**src/sbc_consts.vh**
```
// constants for the command-bus controller that drives a ddr2-style memory
// assumes a 10 MHz core clock and a 4-bank device on the far side
//
// Overview of operation
// - auto-close burst: only deselect or nop to bank
// - closing bank: nop/deselect/close, idle after close time; the controller refuses close all while any bank is closing
// - opening bank: only nop until column delay
// - write recovery: nop or new write only
// - write recovery with autoclose: nop only
// - refresh: nop only until refresh cycle time
// - mode set: nop only until mode set delay
// - other banks accept commands their state allows
// - refresh and mode set need all banks idle
// - burst interrupt only with burst length 8
// - interrupt same direction on 4-bit boundary
// - never issue unlisted state/command pairs
// - self refresh only from all banks idle
`ifndef SBC_CONSTS_VH
`define SBC_CONSTS_VH
`define SBC_CLK_NS        100
// timing figures in ns, cycle counts rounded up
`define SBC_T_CLOSE_NS    15
`define SBC_T_OPEN_NS     15
`define SBC_T_WREC_NS     15
`define SBC_T_REFR_NS     128
`define SBC_T_MODE_NS     20
`define SBC_CYC(t)        (((t) + `SBC_CLK_NS - 1) / `SBC_CLK_NS)
// burst length in clocks on the command bus (double data rate)
`define SBC_BL4_CYC       2
`define SBC_BL8_CYC       4
// request opcodes
`define SBC_OP_NOP        3'h0
`define SBC_OP_OPEN       3'h1
`define SBC_OP_READ       3'h2
`define SBC_OP_WRITE      3'h3
`define SBC_OP_CLOSE      3'h4
`define SBC_OP_REFRESH    3'h5
`define SBC_OP_MODE       3'h6
`define SBC_OP_SELFREF    3'h7
// bank states
`define SBC_ST_IDLE       4'h0
`define SBC_ST_OPENING    4'h1
`define SBC_ST_ACTIVE     4'h2
`define SBC_ST_READ       4'h3
`define SBC_ST_WRITE      4'h4
`define SBC_ST_READ_AC    4'h5
`define SBC_ST_WRITE_AC   4'h6
`define SBC_ST_WREC       4'h7
`define SBC_ST_WREC_AC    4'h8
`define SBC_ST_CLOSING    4'h9
`endif

```
**src/sbc_ctrl.v**
```verilog
// command-bus controller: checks each request against per-bank state and
// drives chip select, row/column strobes, write enable, bank and address.
// assumes requests from logic on core_clk; mem_clk_in is the device clock pin
`timescale 1ns/1ps
`include "sbc_consts.vh"
module sbc_ctrl
(
  input  wire        core_clk,
  input  wire        rst_n,
  input  wire        clk_en,
  input  wire        mem_clk_in,
  input  wire        req_valid,
  input  wire [2:0]  req_op,
  input  wire [1:0]  req_bank,
  input  wire [13:0] req_addr,
  input  wire        req_autoclose,
  input  wire        req_close_all,
  input  wire        burst_len8,
  output wire        req_ready,
  output reg         req_illegal,
  output reg         cmd_issued,
  output reg         cs_n,
  output reg         ras_n,
  output reg         cas_n,
  output reg         we_n,
  output reg  [1:0]  bank_addr,
  output reg  [13:0] mem_addr,
  output wire        all_idle,
  output wire        dev_busy
);
  localparam [7:0] CYC_CLOSE = `SBC_CYC(`SBC_T_CLOSE_NS);
  localparam [7:0] CYC_OPEN  = `SBC_CYC(`SBC_T_OPEN_NS);
  localparam [7:0] CYC_WREC  = `SBC_CYC(`SBC_T_WREC_NS);
  localparam [7:0] CYC_REFR  = `SBC_CYC(`SBC_T_REFR_NS);
  localparam [7:0] CYC_MODE  = `SBC_CYC(`SBC_T_MODE_NS);
  localparam [7:0] CYC_BL4   = `SBC_BL4_CYC;
  localparam [7:0] CYC_BL8   = `SBC_BL8_CYC;

  // device clock pin: three flops, an edge counts when stages 2 and 3 agree
  reg  [2:0] mclk_sync_reg;
  reg        mclk_level_reg;
  wire       mclk_rise;
  always @(posedge core_clk)
  begin
    if (!rst_n)
    begin
      mclk_sync_reg  <= 3'h0;
      mclk_level_reg <= 1'b0;
    end
    else if (clk_en)
    begin
      mclk_sync_reg <= {mclk_sync_reg[1:0], mem_clk_in};
      if (mclk_sync_reg[1] == mclk_sync_reg[2])
        mclk_level_reg <= mclk_sync_reg[2];
    end
  end
  assign mclk_rise = (mclk_sync_reg[1] == mclk_sync_reg[2]) && mclk_sync_reg[2] && !mclk_level_reg;

  // per-bank state and timers
  reg  [3:0] bank_st_reg  [0:3];
  reg  [7:0] bank_cnt_reg [0:3];
  reg  [3:0] bank_st_next [0:3];
  reg  [7:0] bank_cnt_next[0:3];
  // device-wide busy for refresh and mode set
  reg  [7:0] dev_cnt_reg;
  reg  [7:0] dev_cnt_next;
  wire       ok;
  reg        legal;
  reg  [3:0] cur_st;
  reg  [7:0] cur_cnt;
  wire [3:0] idle_vec;

  genvar g;
  generate
    for (g = 0; g < 4; g = g + 1)
    begin : g_idle
      assign idle_vec[g] = (bank_st_reg[g] == `SBC_ST_IDLE);
    end
  endgenerate
  assign all_idle  = &idle_vec;
  assign dev_busy  = (dev_cnt_reg != 8'h00);
  // a request waits for the next rising device clock edge, then issues in one cycle
  assign req_ready = mclk_rise && clk_en;
  assign ok        = req_valid && req_ready;

  // legality of the request against the target bank state
  always @*
  begin
    cur_st  = bank_st_reg[req_bank];
    cur_cnt = bank_cnt_reg[req_bank];
    legal   = 1'b0;
    if (dev_busy)
      legal = (req_op == `SBC_OP_NOP);
    else
    begin
      case (req_op)
        `SBC_OP_NOP:
          legal = 1'b1;
        `SBC_OP_OPEN:
          legal = (cur_st == `SBC_ST_IDLE);
        `SBC_OP_READ:
          legal = (cur_st == `SBC_ST_ACTIVE) ||
                  (cur_st == `SBC_ST_READ && burst_len8 && cur_cnt == CYC_BL4);
        `SBC_OP_WRITE:
          legal = (cur_st == `SBC_ST_ACTIVE) || (cur_st == `SBC_ST_WREC) ||
                  (cur_st == `SBC_ST_WRITE && burst_len8 && cur_cnt == CYC_BL4);
        `SBC_OP_CLOSE:
          if (req_close_all)
            legal = 1'b0;                                                // judged below
          else
            legal = (cur_st == `SBC_ST_ACTIVE) || (cur_st == `SBC_ST_IDLE) ||
                    (cur_st == `SBC_ST_CLOSING);
        `SBC_OP_REFRESH, `SBC_OP_MODE, `SBC_OP_SELFREF:
          legal = all_idle;
        default:
          legal = 1'b0;
      endcase
      if (req_close_all && req_op == `SBC_OP_CLOSE)
        legal = (idle_vec | ~{bank_st_reg[3] != `SBC_ST_ACTIVE, bank_st_reg[2] != `SBC_ST_ACTIVE,
                 bank_st_reg[1] != `SBC_ST_ACTIVE, bank_st_reg[0] != `SBC_ST_ACTIVE}) == 4'hf;
    end
  end

  // next state per bank: timers run down, expiry moves on, a legal command starts
  integer b;
  always @*
  begin
    dev_cnt_next = dev_cnt_reg;
    if (dev_cnt_reg != 8'h00)
      dev_cnt_next = dev_cnt_reg - 8'h01;
    for (b = 0; b < 4; b = b + 1)
    begin
      bank_st_next[b]  = bank_st_reg[b];
      bank_cnt_next[b] = bank_cnt_reg[b];
      if (bank_cnt_reg[b] > 8'h01)
        bank_cnt_next[b] = bank_cnt_reg[b] - 8'h01;
      else if (bank_cnt_reg[b] == 8'h01)
      begin
        bank_cnt_next[b] = 8'h00;
        case (bank_st_reg[b])
          `SBC_ST_OPENING:  bank_st_next[b] = `SBC_ST_ACTIVE;
          `SBC_ST_READ:     bank_st_next[b] = `SBC_ST_ACTIVE;
          `SBC_ST_WRITE:
          begin
            bank_st_next[b]  = `SBC_ST_WREC;
            bank_cnt_next[b] = CYC_WREC;
          end
          `SBC_ST_WRITE_AC:
          begin
            bank_st_next[b]  = `SBC_ST_WREC_AC;
            bank_cnt_next[b] = CYC_WREC;
          end
          `SBC_ST_READ_AC, `SBC_ST_WREC_AC:
          begin
            bank_st_next[b]  = `SBC_ST_CLOSING;
            bank_cnt_next[b] = CYC_CLOSE;
          end
          `SBC_ST_WREC:     bank_st_next[b] = `SBC_ST_ACTIVE;
          `SBC_ST_CLOSING:  bank_st_next[b] = `SBC_ST_IDLE;
          default:          bank_st_next[b] = bank_st_reg[b];
        endcase
      end
      // an illegal request leaves every bank as it was
      if (ok && legal && !dev_busy)
      begin
        if (req_op == `SBC_OP_CLOSE && (req_close_all || b == req_bank) &&
            bank_st_reg[b] != `SBC_ST_CLOSING && bank_st_reg[b] != `SBC_ST_IDLE)
        begin
          bank_st_next[b]  = `SBC_ST_CLOSING;
          bank_cnt_next[b] = CYC_CLOSE;
        end
        else if (b == req_bank)
        begin
          case (req_op)
            `SBC_OP_OPEN:
            begin
              bank_st_next[b]  = `SBC_ST_OPENING;
              bank_cnt_next[b] = CYC_OPEN;
            end
            `SBC_OP_READ:
            begin
              bank_st_next[b]  = req_autoclose ? `SBC_ST_READ_AC : `SBC_ST_READ;
              bank_cnt_next[b] = burst_len8 ? CYC_BL8 : CYC_BL4;
            end
            `SBC_OP_WRITE:
            begin
              bank_st_next[b]  = req_autoclose ? `SBC_ST_WRITE_AC : `SBC_ST_WRITE;
              bank_cnt_next[b] = burst_len8 ? CYC_BL8 : CYC_BL4;
            end
            default:
              bank_st_next[b] = bank_st_next[b];
          endcase
        end
      end
    end
    if (ok && legal && !dev_busy)
    begin
      if (req_op == `SBC_OP_REFRESH)
        dev_cnt_next = CYC_REFR;
      else if (req_op == `SBC_OP_MODE)
        dev_cnt_next = CYC_MODE;
    end
  end

  // state registers
  integer r;
  always @(posedge core_clk)
  begin
    if (!rst_n)
    begin
      dev_cnt_reg <= 8'h00;
      for (r = 0; r < 4; r = r + 1)
      begin
        bank_st_reg[r]  <= `SBC_ST_IDLE;
        bank_cnt_reg[r] <= 8'h00;
      end
    end
    else if (clk_en)
    begin
      dev_cnt_reg <= dev_cnt_next;
      for (r = 0; r < 4; r = r + 1)
      begin
        bank_st_reg[r]  <= bank_st_next[r];
        bank_cnt_reg[r] <= bank_cnt_next[r];
      end
    end
  end

  // command pins: deselect unless a legal non-nop request issues this cycle
  always @(posedge core_clk)
  begin
    if (!rst_n)
    begin
      cs_n        <= 1'b1;
      ras_n       <= 1'b1;
      cas_n       <= 1'b1;
      we_n        <= 1'b1;
      bank_addr   <= 2'h0;
      mem_addr    <= 14'h0000;
      req_illegal <= 1'b0;
      cmd_issued  <= 1'b0;
    end
    else if (clk_en)
    begin
      cs_n        <= 1'b1;
      ras_n       <= 1'b1;
      cas_n       <= 1'b1;
      we_n        <= 1'b1;
      req_illegal <= ok && !legal;
      cmd_issued  <= ok && legal;
      if (ok && legal)
      begin
        bank_addr <= req_bank;
        mem_addr  <= req_addr;
        cs_n      <= (req_op == `SBC_OP_NOP) ? 1'b1 : 1'b0;
        case (req_op)
          `SBC_OP_OPEN:    {ras_n, cas_n, we_n} <= 3'h3;
          `SBC_OP_READ:
          begin
            {ras_n, cas_n, we_n} <= 3'h5;
            mem_addr[10] <= req_autoclose;
          end
          `SBC_OP_WRITE:
          begin
            {ras_n, cas_n, we_n} <= 3'h4;
            mem_addr[10] <= req_autoclose;
          end
          `SBC_OP_CLOSE:
          begin
            {ras_n, cas_n, we_n} <= 3'h2;
            mem_addr[10] <= req_close_all;
          end
          `SBC_OP_REFRESH, `SBC_OP_SELFREF:
            {ras_n, cas_n, we_n} <= 3'h1;
          `SBC_OP_MODE:    {ras_n, cas_n, we_n} <= 3'h0;
          default:         {ras_n, cas_n, we_n} <= 3'h7;
        endcase
      end
    end
  end
endmodule

```
**config.mk**
```make
export PLATFORM = sky130hd
export DESIGN_NAME = sbc_ctrl
export DESIGN_NICKNAME = d
export VERILOG_FILES = /design/src/sbc_ctrl.v
export VERILOG_INCLUDE_DIRS = /design/src
export SDC_FILE = /design/constraint.sdc
export NUM_CORES = 1
export LEC_CHECK = 0
export ABC_AREA = 0
export BUFFER_PORTS_ARGS = -buffer_cell sky130_fd_sc_hd__buf_2
export CORE_UTILIZATION = 30
export DETAILED_ROUTE_END_ITERATION = 10
export PLACE_DENSITY = 0.53
export SLEW_MARGIN = 15
export SYNTH_ARGS = -nofsm -noshare
export SYNTH_HDL_FRONTEND = slang
export SYNTH_SLANG_ARGS = --single-unit
```
**constraint.sdc**
```tcl
create_clock -name core_clk -period 3.3 [get_ports core_clk]
set_input_delay 0.165 -clock core_clk [delete_from_list [all_inputs] [get_ports core_clk]]
set_output_delay 0.165 -clock core_clk [all_outputs]
set_load 0.005 [all_outputs]
```
==> results.md <==
* Via count at around 5000
* Setup ws final at 0.2335 ns
* Pleak at approximately 0.0024 uW
* Total wire length at 15010 um
* Resized cells post-CTS at 0
* Drt first pass iters at 5
* Top-count cell post-synth: nand2_1
* Final nets at ~730
* Die width at around 140 um
* # H-tree levels at 3
* Max stage delay cell, worst path: nor4_1
* Achievable Freq at 326.1 MHz
* Synth Flop Type: edfxtp_1
* I/O pins at 52
* Pins Over Slew Limit at 0
* First-pass GRT wire length at 24260 um
* Setup Skew at 0.008042 ns
* Non-Filler Instances at between 900 and 1000
* Post-synth ARST share at 0%
* YS warnings at 0
* Commonest cells in the synthesized netlist: nand2_1 (88), nor2_1 (64), edfxtp_1 (48)
* Post-route setup TNS at 0 ns
* Top post-synthesis cells by area: edfxtp_1 (26%), dfxtp_1 (12%), nand2_1 (6.1%)
* Gr usage total at ~17%
* Core Footprint at around 18000 sq um
* Max-Cap Viols at 0
* Post-synth cell types at 69
* Worst Setup SP: bank_st_reg[3][0]
* Cell total after placement at 903
* # DRC at 0
* Largest net degree at the start of global routing at 36
* Syn Area/Cell at around 8.6 sq um
* Number of global-route vias before repair at 4728
* Avg WL per Cell at roughly 16 um
* Maximum vdd ir drop at between 0.2 and 0.25 mV
* Initial Utilization at 31.11%
* Floorplan row count at 48
* CTS Root Cell: clkbuf_16
* DP HPWL at approximately 11000 um
* Sw Share at between 30% and 40%
* CP startpoint kind: register
* Worst Path Arrival at around 3.2 ns
* Minimum clock period at roughly 3.1 ns
* Initial antenna violation count at 0
* CP Class: reg -> reg
* Hold_buf cts at 0
* Min-Delay Path Class: in -> reg
* Area growth syn-to-layout at 17.80%
* Worst hold start: req_addr[1]
* Reg-to-Reg Start: bank_st_reg[3][0]
* Final hold slack at between 0.06 and 0.07 ns
* Internal power at 2228 uW
* Die area at 18730 sq um
* Clk Latency, worst-skew pair at 0.34 ns
* GPL Wtd Cong at approximately 0.9
* Share of cells above drive strength 1 at between 10% and 20%
* Syn Nets at 671
* Die height at around 140 um
* Logic pwr share at a little over a quarter
* Max-slew headroom at between 50% and 60%
* DR vias/cell at 5.466
* CTS sink cnt at 82
* Worst Tran Pin Value at 0.7090 ns
* Clock share of power at between 30% and 40%
* CTS max path bufs at 2
* Psw at around 1000 uW
* Post-route ant nets at 0
* 1st-iter DRT viols at 264
* Final period util at just over 90%
* Cell accounting for the most synthesized area: edfxtp_1
* CP Capture Type: register
* Num CTS Buffers at 9
* Port Buffer Count at 51
* CTS clock-pin slew for the worst setup and hold paths at around 0.060 ns
* Required time worst endpoint at about 3.4 ns
* Setup violators final at 0
* Postcts setup bufs at 0
* Top cell type's share of synthesized area at between 20% and 30%
* Number of flops mapped to enable cells by yosys at 48
* CTS tree: done
* PwrDens at 501.9 nW/um^2
* Max FFs per register at 32
* Diode count at 0
* Status: finished, final reports clean
* Sequential share of the synthesized area at around 39%
* Flop pwr share at around two fifths
* #FFs+latches synth at just over 80
* FILL cells at about 1800
* Global route total overflow at 0
* Synthesized cell area at about 5500 sq um
* Critical Path, Cell by Cell: buf_4, nor4_1, a31oi_1, or3_1, a31oi_4, buf_12, a21o_1, o22ai_1
* Fin. Hold Viols at 0
* Final Power at between 3000 and 4000 uW
* Cells after Synth at approximately 630
* Worst stage delay on the critical path at around 0.5 ns
* RSZ-0062 raised after global routing: no
* DP Worst Slack at between 0.2 and 0.3 ns
* Critical path peak fanout at 16
## final cells by class
cell class / instances / area, sq um / area share, %
clock buffers: 11 / 232.7 / 3.621
clock inverters: 5 / 78.83 / 1.227
inverters: 16 / 60.06 / 0.9346
multi-input cells: 494 / 3108 / 48.36
flip-flops and latches: 82 / 2122 / 33.02
well taps: 225 / 281.5 / 4.381
repair buffers: 86 / 543.0 / 8.450
## metal layers
metal | vias to the layer above | global-route usage (%) | share of wire [%]
li1 | 2452 | - | -
met1 | 2362 | 22.31 | 46
met2 | 188 | 26.14 | 45
met3 | 21 | 3.667 | 7.0
met4 | 0 | 6.105 | 1.9
met5 | - | 0 | 0
## metrics by stage
stage	area (sq um)	util (%)
finish	6426	36.64
global route	6426	36.64
CTS	6426	36.64
detailed placement	6115	34.87
global placement	6115	34.87
floorplan	5455	-
## worst max-delay path: cells and delay by family, from the launching register on
family | cells | cell delay [ns]
AND/OR/NAND/NOR | 2 | 0.96
buffers and inverters | 2 | 0.39
flip-flops | 1 | 0.42
AO/OA/AOI/OAI | 4 | 1.01
## power groups by stage
| stage | Sequential, uW | Combinational (uW) | Clock, uW |
|---|---|---|---|
| 6_report | 1300 | 857 | 1070 |
| 5_1_grt | 1320 | 957 | 1130 |
| 4_1_cts | 1300 | 853 | 1080 |
| 3_5_place_dp | 1320 | 846 | 0 |
| 3_3_place_gp | 1320 | 829 | 0 |
| 2_1_floorplan | 1290 | 623 | 0 |
## logic make-up after synthesis
kind of cell / synth area share, %
buf+inv: 4.289
mux: 6.674
flops: 38.90
simple gates: 24.66
compound gates: 19.34
xor+xnor: 3.853
fa+ha+maj: 2.294
## cells in the final DEF (no fill, tap or decap), types with 4 or more instances in the layout
master / count
a31oi_1: 14
nor3b_1: 8
buf_4: 33
mux2i_1: 24
a21boi_0: 5
o31ai_1: 8
nand4_1: 4
nor3_1: 27
nor2_1: 64
nand3_1: 14
xnor2_1: 13
nand2_1: 87
a21oi_1: 24
or3_1: 9
xor2_1: 11
mux4_2: 4
buf_2: 51
o21ai_0: 25
and2_1: 5
a21o_1: 6
edfxtp_1: 48
clkbuf_16: 9
o21a_1: 8
ha_1: 10
o22ai_1: 15
nand2b_1: 10
dfxtp_1: 34
o221ai_1: 5
nor2b_1: 15
nor4_1: 10
inv_1: 16
## final timing paths
check        slack (ns)            endpoint  cells after the start
max reg2reg        0.23  bank_cnt_reg[2][1]                      8
min                0.06         mem_addr[1]                      3
min reg2reg        0.45         mem_addr[1]                      2
max                0.23  bank_cnt_reg[2][1]                      8
Power figures use the tool's default switching activity.
